File: src/sbpm_map.svh
// constants for the six-bit port with pin multiplexing
// assumes a plain register port with one-cycle read latency
`ifndef SBPM_MAP_SVH
`define SBPM_MAP_SVH
`define SBPM_ADDR_W 4
`define SBPM_OFF_DIR 4'h0
`define SBPM_OFF_OUT 4'h1
`define SBPM_OFF_PIN 4'h2
`define SBPM_OFF_CFG 4'h3
`define SBPM_OFF_PREV 4'h4
`define SBPM_RST_DIR 6'h00
`define SBPM_RST_OUT 6'h00
`define SBPM_RST_CFG 8'h00
`define SBPM_DIR_READ 8'h00
`define SBPM_PIN_HI 2'h0
`define SBPM_UNMAPPED 8'h00
`define SBPM_CFG_EXP 0
`define SBPM_CFG_ACK2 1
`define SBPM_CFG_ACK3 2
`define SBPM_CFG_END2 3
`define SBPM_CFG_END3 4
`define SBPM_CFG_DSEL 5
`endif

File: src/sbpm_pkg.sv
// types shared by the port modules
package sbpm_pkg;
    typedef logic [5:0] sbpm_bits_t;
    typedef logic [7:0] sbpm_byte_t;
endpackage

File: src/sbpm_pins_if.sv
// pin control bundle between the port core and its pad logic
`timescale 1ns/10ps
interface sbpm_pins_if;
    import sbpm_pkg::*;
    sbpm_bits_t dir;
    sbpm_bits_t dout;
    sbpm_bits_t sync;
    modport core (output dir, output dout, input sync);
    modport pads (input dir, input dout, output sync);
endinterface

File: src/sbpm_port.sv
// top of the six-bit port with pin multiplexing
// assumes a same-clock register master and asynchronous pins
`include "sbpm_map.svh"
`timescale 1ns/10ps
module sbpm_port
    import sbpm_pkg::*;
(
    input wire logic clk_sys,
    input wire logic rst,
    input wire logic [3:0] reg_addr,
    input wire logic [7:0] reg_wdata,
    input wire logic reg_wr,
    input wire logic reg_rd,
    output logic [7:0] reg_rdata,
    input wire logic [5:0] pin_in,
    output logic [5:0] pin_out,
    output logic [5:0] pin_oe,
    input wire logic xdma_ack_ch2,
    input wire logic xdma_ack_ch3,
    input wire logic xdma_end_ch2,
    input wire logic xdma_end_ch3,
    input wire logic [3:0] irq_pin_select_reg,
    output logic int_req2,
    output logic int_req3,
    output logic int_req4,
    output logic int_req5,
    input wire logic prev_pin_in,
    output logic prev_pin_out,
    output logic prev_pin_oe,
    output logic dma_req0,
    output logic xdma_req0
);
    ////////////////////////////////////////////////////////////////
    sbpm_pins_if pins ();
    sbpm_bits_t dir_q;
    sbpm_bits_t out_q;
    sbpm_byte_t cfg_q;
    logic [1:0] prev_q;
    logic prev_s_meta_q;
    logic prev_s_q;
    sbpm_bits_t alt_en;
    sbpm_bits_t alt_val;
    sbpm_byte_t rdata_d;
    logic exp_mode;
    logic dir_we;
    logic out_we;
    logic cfg_we;
    logic prev_we;
    sbpm_bits_t gpio_out;
    sbpm_bits_t irq_mask;
    sbpm_bits_t irq_src;
    logic prev_dir;
    logic prev_val;

    sbpm_pads u_pads (
        .clk_sys(clk_sys),
        .rst(rst),
        .pin_in(pin_in),
        .pins(pins)
    );
    assign pins.dir = dir_q;
    assign pins.dout = out_q;

    // pin-state view: latch where the direction bit is set, pin elsewhere
    function automatic sbpm_bits_t pin_view(input sbpm_bits_t d, input sbpm_bits_t o, input sbpm_bits_t s);
        pin_view = (d & o) | (~d & s);
    endfunction

    ////////////////////////////////////////////////////////////////
    // one compare shared by every stored register
    function automatic logic wr_hit(input logic wr, input logic [3:0] addr, input logic [3:0] idx);
        wr_hit = wr && (addr == idx);
    endfunction

    // the pin-state index has no strobe, so nothing stored can change there
    assign dir_we = wr_hit(reg_wr, reg_addr, `SBPM_OFF_DIR);
    assign out_we = wr_hit(reg_wr, reg_addr, `SBPM_OFF_OUT);
    assign cfg_we = wr_hit(reg_wr, reg_addr, `SBPM_OFF_CFG);
    assign prev_we = wr_hit(reg_wr, reg_addr, `SBPM_OFF_PREV);

    ////////////////////////////////////////////////////////////////
    // direction register; only six bits stored so 7:6 cannot be set
    always_ff @(posedge clk_sys) begin
        if (rst) begin
            dir_q <= `SBPM_RST_DIR;
        end else if (dir_we) begin
            dir_q <= reg_wdata[5:0];
        end
    end

    // output latch
    always_ff @(posedge clk_sys) begin
        if (rst) begin
            out_q <= `SBPM_RST_OUT;
        end else if (out_we) begin
            out_q <= reg_wdata[5:0];
        end
    end

    // mode and alternate-function control bits
    always_ff @(posedge clk_sys) begin
        if (rst) begin
            cfg_q <= `SBPM_RST_CFG;
        end else if (cfg_we) begin
            cfg_q <= reg_wdata;
        end
    end

    // previous port pin 0: bit 0 direction, bit 1 output value
    always_ff @(posedge clk_sys) begin
        if (rst) begin
            prev_q <= 2'h0;
        end else if (prev_we) begin
            prev_q <= reg_wdata[1:0];
        end
    end

    // pin of the neighbouring port is asynchronous too
    always_ff @(posedge clk_sys) begin
        if (rst) begin
            prev_s_meta_q <= 1'b0;
            prev_s_q <= 1'b0;
        end else begin
            prev_s_meta_q <= prev_pin_in;
            prev_s_q <= prev_s_meta_q;
        end
    end

    ////////////////////////////////////////////////////////////////
    // alternate functions exist only in expanded modes
    assign exp_mode = cfg_q[`SBPM_CFG_EXP];

    // one owner per pin; outside expanded modes every pin stays plain I/O
    always_comb begin
        alt_en = 6'h00;
        alt_val = 6'h00;
        // pin 5 gives up its direction bit to the channel 3 acknowledge
        if (exp_mode && cfg_q[`SBPM_CFG_ACK3]) begin
            alt_en[5] = 1'b1;
            alt_val[5] = xdma_ack_ch3;
        end
        // pin 4 does the same for the channel 2 acknowledge
        if (exp_mode && cfg_q[`SBPM_CFG_ACK2]) begin
            alt_en[4] = 1'b1;
            alt_val[4] = xdma_ack_ch2;
        end
        // pin 3 carries the channel 3 transfer end
        if (exp_mode && cfg_q[`SBPM_CFG_END3]) begin
            alt_en[3] = 1'b1;
            alt_val[3] = xdma_end_ch3;
        end
        // pin 2 carries the channel 2 transfer end
        if (exp_mode && cfg_q[`SBPM_CFG_END2]) begin
            alt_en[2] = 1'b1;
            alt_val[2] = xdma_end_ch2;
        end
    end

    ////////////////////////////////////////////////////////////////
    // one pin's drive: the alternate source wins over the plain latch
    function automatic logic pin_drive(input logic alt_on, input logic alt_bit, input logic plain);
        pin_drive = alt_on ? alt_bit : plain;
    endfunction

    // latch value only reaches a pin set as output
    assign gpio_out = dir_q & out_q;

    // alternate function overrides direction; pins 1 and 0 never have one
    always_comb begin
        for (int i = 0; i < 6; i++) begin
            pin_oe[i] = alt_en[i] | dir_q[i];
            pin_out[i] = pin_drive(alt_en[i], alt_val[i], gpio_out[i]);
        end
    end

    ////////////////////////////////////////////////////////////////
    // select bits line up with pins 5 to 2; pins 1 and 0 raise nothing here
    assign irq_mask = {irq_pin_select_reg, 2'h0};

    // routing runs alongside any pin function, so a driven pin can still interrupt
    assign irq_src = irq_mask & pins.sync;
    assign int_req2 = irq_src[2];
    assign int_req3 = irq_src[3];
    assign int_req4 = irq_src[4];
    assign int_req5 = irq_src[5];

    ////////////////////////////////////////////////////////////////
    // neighbouring pin 0: bit 0 direction, bit 1 output value
    assign prev_dir = prev_q[0];
    assign prev_val = prev_q[1];

    // plain I/O only; the latch shows just while set as output
    assign prev_pin_oe = prev_dir;
    assign prev_pin_out = prev_dir & prev_val;

    // both request inputs follow the synchronised level, one of them gated
    assign xdma_req0 = prev_s_q;
    assign dma_req0 = cfg_q[`SBPM_CFG_DSEL] & prev_s_q;

    ////////////////////////////////////////////////////////////////
    // widen a six-bit view to a bus byte with the given top bits
    function automatic sbpm_byte_t to_byte(input logic [1:0] hi, input sbpm_bits_t v);
        to_byte = {hi, v};
    endfunction

    // read mux; pin-state writes fall through with no decode
    always_comb begin
        unique case (reg_addr)
            `SBPM_OFF_DIR: rdata_d = `SBPM_DIR_READ;
            `SBPM_OFF_OUT: rdata_d = to_byte(2'h0, out_q);
            `SBPM_OFF_PIN: rdata_d = to_byte(`SBPM_PIN_HI, pin_view(pins.dir, pins.dout, pins.sync));
            `SBPM_OFF_CFG: rdata_d = cfg_q;
            `SBPM_OFF_PREV: rdata_d = {6'h00, prev_q};
            default: rdata_d = `SBPM_UNMAPPED;
        endcase
    end

    // read data stand only in the cycle after the strobe
    always_ff @(posedge clk_sys) begin
        if (rst) begin
            reg_rdata <= 8'h00;
        end else if (reg_rd) begin
            reg_rdata <= rdata_d;
        end else begin
            reg_rdata <= 8'h00;
        end
    end
endmodule

File: src/sbpm_sync.sv
// two-flop synchroniser for a pin vector
// assumes asynchronous pin levels
`timescale 1ns/10ps
module sbpm_sync #(
    parameter int W = 6
) (
    input wire logic clk_sys,
    input wire logic rst,
    input wire logic [W-1:0] async_in,
    output logic [W-1:0] sync_out
);
    logic [W-1:0] meta_q;
    // first stage is read only by the second
    always_ff @(posedge clk_sys) begin
        if (rst) begin
            meta_q <= '0;
            sync_out <= '0;
        end else begin
            meta_q <= async_in;
            sync_out <= meta_q;
        end
    end
endmodule

File: src/sbpm_pads.sv
// pad-side view: synchronises the port pins for the core
// assumes pins are sampled asynchronously
`timescale 1ns/10ps
module sbpm_pads (
    input wire logic clk_sys,
    input wire logic rst,
    input wire logic [5:0] pin_in,
    sbpm_pins_if.pads pins
);
    sbpm_sync #(.W(6)) u_sync (
        .clk_sys(clk_sys),
        .rst(rst),
        .async_in(pin_in),
        .sync_out(pins.sync)
    );
endmodule

File: config.mk
export PLATFORM = sky130hd
export DESIGN_NAME = sbpm_port
export DESIGN_NICKNAME = d
export VERILOG_FILES = /design/src/sbpm_pkg.sv /design/src/sbpm_pins_if.sv /design/src/sbpm_port.sv /design/src/sbpm_sync.sv /design/src/sbpm_pads.sv
export VERILOG_INCLUDE_DIRS = /design/src
export SDC_FILE = /design/constraint.sdc
export NUM_CORES = 1
export LEC_CHECK = 0
export ABC_AREA = 1
export BUFFER_PORTS_ARGS = -buffer_cell sky130_fd_sc_hd__buf_2
export CORE_MARGIN = 8
export CORE_UTILIZATION = 40
export CTS_CLUSTER_DIAMETER = 120
export DETAILED_ROUTE_END_ITERATION = 8
export GPL_TIMING_DRIVEN = 0
export PLACE_DENSITY = 0.65
export SETUP_SLACK_MARGIN = 0.05
export SYNTH_ARGS = -nofsm -noshare
export SYNTH_HDL_FRONTEND = slang
export SYNTH_HIERARCHICAL = 1
export SYNTH_SLANG_ARGS = --single-unit
File: constraint.sdc
create_clock -name clk_sys -period 2.2 [get_ports clk_sys]
set_input_delay 0.33 -clock clk_sys [delete_from_list [all_inputs] [get_ports clk_sys]]
set_output_delay 0.33 -clock clk_sys [all_outputs]
set_load 0.01 [all_outputs]
======== Word level (Yosys, flattened, before mapping) ========
Cells that the tools add are included.
storage, ports and cells
  bits in registers ....................... 44
  word-level logic and storage cells ...... 48
  output and inout bits ................... 28
operators by class
  reductions and logical operators ........ 10
  eq/ne operators ......................... 4
  bitwise gates (word level) .............. 12
  muxes and demuxes ....................... 13
operators with widths
  cell                                            number
  case mux 8 bit (4 select lines)                 1
  bitwise AND 6 bit                               3
  2-to-1 mux 1 bit                                12
  == test 4 x 2 -> 1 bit (second input constant)  2
  logical AND 1 bit                               8
  NOT 6 bit                                       1
  OR 6 bit                                        1
  == test 4 x 1 -> 1 bit (second input constant)  1
  == test 4 x 3 -> 1 bit (second input constant)  1
  logical NOT 4 bit                               1
  OR 1 bit                                        4
  bitwise AND 1 bit                               2
  OR reduction 2 bit                              1
  NOT 1 bit                                       1

======== Longest topological paths before layout ========
  word-level depth ........................ 4
  depth in mapped cells ................... 8
  depth with buffers taken out ............ 7

======== Cells and area by module ========
Netlist, hierarchy kept.
by module, submodules not included
  module     area each (um^2)  times used  seq. area each (um^2)  cells an instance
  sbpm_port  1515.2            1           640.6                  235
  sbpm_sync  341.6             1           240.2                  37

======== Worst setup path before layout ========
Ideal clock, no wire load.
  path type ............................... input -> register
  from .................................... input port reg_addr[0]
  to ...................................... register dir_q[0]
  slack ................................... 1.164 ns
  buffers on the path ..................... 1
  stages .................................. 5
  data required time ...................... 2.087 ns
  arrival time ............................ 0.923 ns
  library setup time ...................... 0.113 ns
  cells stage by stage .................... nor2_2 nand3_2 buf_2 nor2_1 nor2_1
between the ends
  longest elaborated chain between the ends .. 2
RTL lines
  what                  line             text
  from (decl)           sbpm_port.sv:10  input wire logic [3:0] reg_addr,
  logical NOT 4 bit     sbpm_port.sv:72  wr_hit = wr && (addr == idx);
  logical AND 1 bit     sbpm_port.sv:72
  to (signal assigned)  sbpm_port.sv:85  dir_q <= `SBPM_RST_DIR;
  to (signal assigned)  sbpm_port.sv:87  dir_q <= reg_wdata[5:0];
  to (decl)             sbpm_port.sv:35  sbpm_bits_t dir_q;
No other way between the ends.
A chain may end at the register's enable or synchronous reset.

======== Final worst setup path ========
  from .................................... register cfg_q[0]
  to ...................................... output port pin_out[3]
between the ends
  longest elaborated chain between the ends .. 3
  elaborated cells on any way between the ends .. 4
RTL lines
  what                    line              text
  from (decl)             sbpm_port.sv:37   sbpm_byte_t cfg_q;
  from (signal assigned)  sbpm_port.sv:103  cfg_q <= `SBPM_RST_CFG;
  from (signal assigned)  sbpm_port.sv:105  cfg_q <= reg_wdata;
  logical AND 1 bit (*)   sbpm_port.sv:148  if (exp_mode && cfg_q[`SBPM_CFG_END3]) begin
  2-to-1 mux 1 bit        sbpm_port.sv:148
  2-to-1 mux 1 bit (*)    sbpm_port.sv:162  pin_drive = alt_on ? alt_bit : plain;
  to (decl)               sbpm_port.sv:16   output logic [5:0] pin_out,
Every way passes the cells marked *; elsewhere a longest branch is shown, timed or not.

==> results_dict.tcl <==
set metrics [dict create \
    layout_common_cells "78 x nand2_1, 60 x buf_2, 48 x nor2_1, 44 x dfxtp_1, 39 x inv_1" \
    gr-usage-all-layers 0.127 \
    fin_crit_ns 1.48 \
    diodes 0 \
    finalCritPeriodShare 0.672 \
    cp-start-kind "flip-flop" \
    critical_path.max_fanout 6 \
    final_common_cell "nand2_1" \
    clock-skew-final_ns 0.00464 \
    drt-total-wl_um 4510 \
    setup_tns_ns 0 \
    dieWidth_um 84.1 \
    cts_max_level 2 \
    netlist_top_cells_area "dfxtp_1 47%, nand2_1 16%, nor2_1 9.7%, inv_1 7.9%, nand3_1 6.2%" \
    postSynthAreaPerCell_um2 6.83 \
    yosysTopAreaCell "dfxtp_1" \
    layout-drive-gt1-share 0.234 \
    finalSetupViolCount 0 \
    r2r_slack_ns 1.34 \
    slew_violations 0 \
    post-route-util 0.522 \
    drtPass1Iterations 4 \
    cts_made_buffers 5 \
    rsz0062_at_grt "false" \
    hpwl_um 3550 \
    clk_latency_ns 0.29 \
    clkSlewWorstSetupHoldPaths_ns 0.08 \
    regArea_um2 881 \
    grt-ovfl-total 0 \
    cts.repair.resized 0 \
    num-nets-final 368 \
    drv_cap 0 \
    vias 1777 \
    numClockSinks 44 \
    first_global_vias 1653 \
    yosysSeqAreaShare 0.474 \
    worst_slew_pin_slew_ns 0.459 \
    p_leak_nw 1.28 \
    syn_area_um2 1860 \
    portBuffers 58 \
    power_density_nw_per_um2 632 \
    synthDistinctLibCells 17 \
    cts_hold_buf 0 \
    ant_nets 0 \
    dieArea_um2 7080 \
    fmax_mhz 676 \
    hold_viol 0 \
    relSlewSlack 0.694 \
    num_rows 24 \
    clockRootBuffer "clkbuf_8" \
    hold_path_class "in2reg" \
    gp_congestion 0.782 \
    ys_ff_latch 44 \
    yosysWarnings 6 \
    drc 0 \
    crit_type "reg2out" \
    syn_inst 272 \
    grt_pass1_wl_um 7420 \
    grt_start_max_net_pins 13 \
    ctsLongestPathBuffers 2 \
    drtIter0Drc 98 \
    ir_worst_vdd_v 0.000307 \
    multi_input_area_um2 767 \
    p_total_w 0.00146 \
    core_area_um2 4410 \
    crit_required_ns 1.87 \
    io_pins 59 \
    post_cts_buffers 0 \
    post-place-ws_ns 0.848 \
    cts_tree "built" \
    syn_to_final_growth_pct 24.0 \
    grt_antenna_before_repair 0 \
    end_kind "primary output" \
    setup_ws_ns 0.721 \
    worstPathArrival_ns 1.15 \
    outcome "finished clean" \
    synthesis.nets 303 \
    die_h_um 84.1 \
    start_util 0.421 \
    synth_top_area_frac 0.474 \
    viasPerCell 4.56 \
    wire_per_inst_um 11.6 \
    nFillCells 483 \
]
[Yosys cell counts]
library cell   n
nand3_1       23
dfxtp_1       44
nand2_1       78
nand4_1        2
buf_2          2
nor2_4         2
clkbuf_1       2
a21oi_1       14
o21ai_0        6
nor2_1        48
buf_4          2
nor3_1         1
buf_6          2
nand3_2        2
inv_1         39
nor2_2         3
inv_2          2
[where the power goes]
group          leakage (nW)  total (W)  internal [W]  switching [W]
Combinational         0.880   0.000122     0.0000472      0.0000747
Clock                0.0455   0.000509      0.000256       0.000253
Sequential            0.358   0.000824      0.000815     0.00000890
Total                  1.28    0.00146       0.00112       0.000337
[routing by layer]
| layer | global-route usage | up-vias | wire (µm) |
|---|---|---|---|
| met3 | 0.0580 | 6 | 324 |
| met1 | 0.148 | 779 | 2100 |
| li1 | - | 948 | - |
| met4 | 0.0377 | 0 | 52 |
| met2 | 0.202 | 44 | 2030 |
| met5 | 0 | - | 0 |
[stage by stage]
stage | cell area, µm² | hold slack (ns) | cells
floorplan | 1860 | 0.388 | 272
global placement | 2210 | 0.389 | 382
detailed placement | 2210 | 0.396 | 382
CTS | 2300 | 0.229 | 390
global route | 2300 | 0.229 | 390
finish | 2300 | 0.234 | 390
[sequential cells by signal, indices dropped and copies added, names as in the netlist]
name                    flops
cfg_q                       8
prev_s_meta_q               1
prev_q                      2
u_pads/u_sync/sync_out      6
u_pads/u_sync/meta_q        6
out_q                       6
reg_rdata                   8
dir_q                       6
xdma_req0                   1
[critical path, stage by stage (launching register included)]
cell and delay, ns:
dfxtp_1 0.43, nand2_1 0.14, nor2_1 0.11, a21oi_1 0.04, buf_2 0.14
[path summary, 6_finish.rpt]
| path | start | endpoint | cells past startpoint |
|---|---|---|---|
| worst min-delay path | pin_in[0] | u_pads/u_sync/meta_q[0] | 3 |
| worst min register to register | u_pads/u_sync/meta_q[4] | u_pads/u_sync/sync_out[4] | 2 |
| worst max register to register | dir_q[3] | reg_rdata[3] | 7 |
| worst max-delay path | cfg_q[0] | pin_out[3] | 4 |
[logic make-up (layout without fill, tap and decap cells)]
group | count (synthesis) | count (layout) | share of synthesized area
buf+inv | 49 | 115 | 0.113
simple gates | 159 | 159 | 0.359
compound gates | 20 | 20 | 0.0539
flops | 44 | 44 | 0.474
[layout make-up]
type,count,area share
Inverter,41,0.0668
Timing Repair Buffer,58,0.126
Sequential cell,44,0.383
Tap cell,52,0.0283
Multi-Input combinational cell,179,0.333
Buffer,8,0.0239
Clock buffer,8,0.0391
Power figures use the tool's default switching activity.
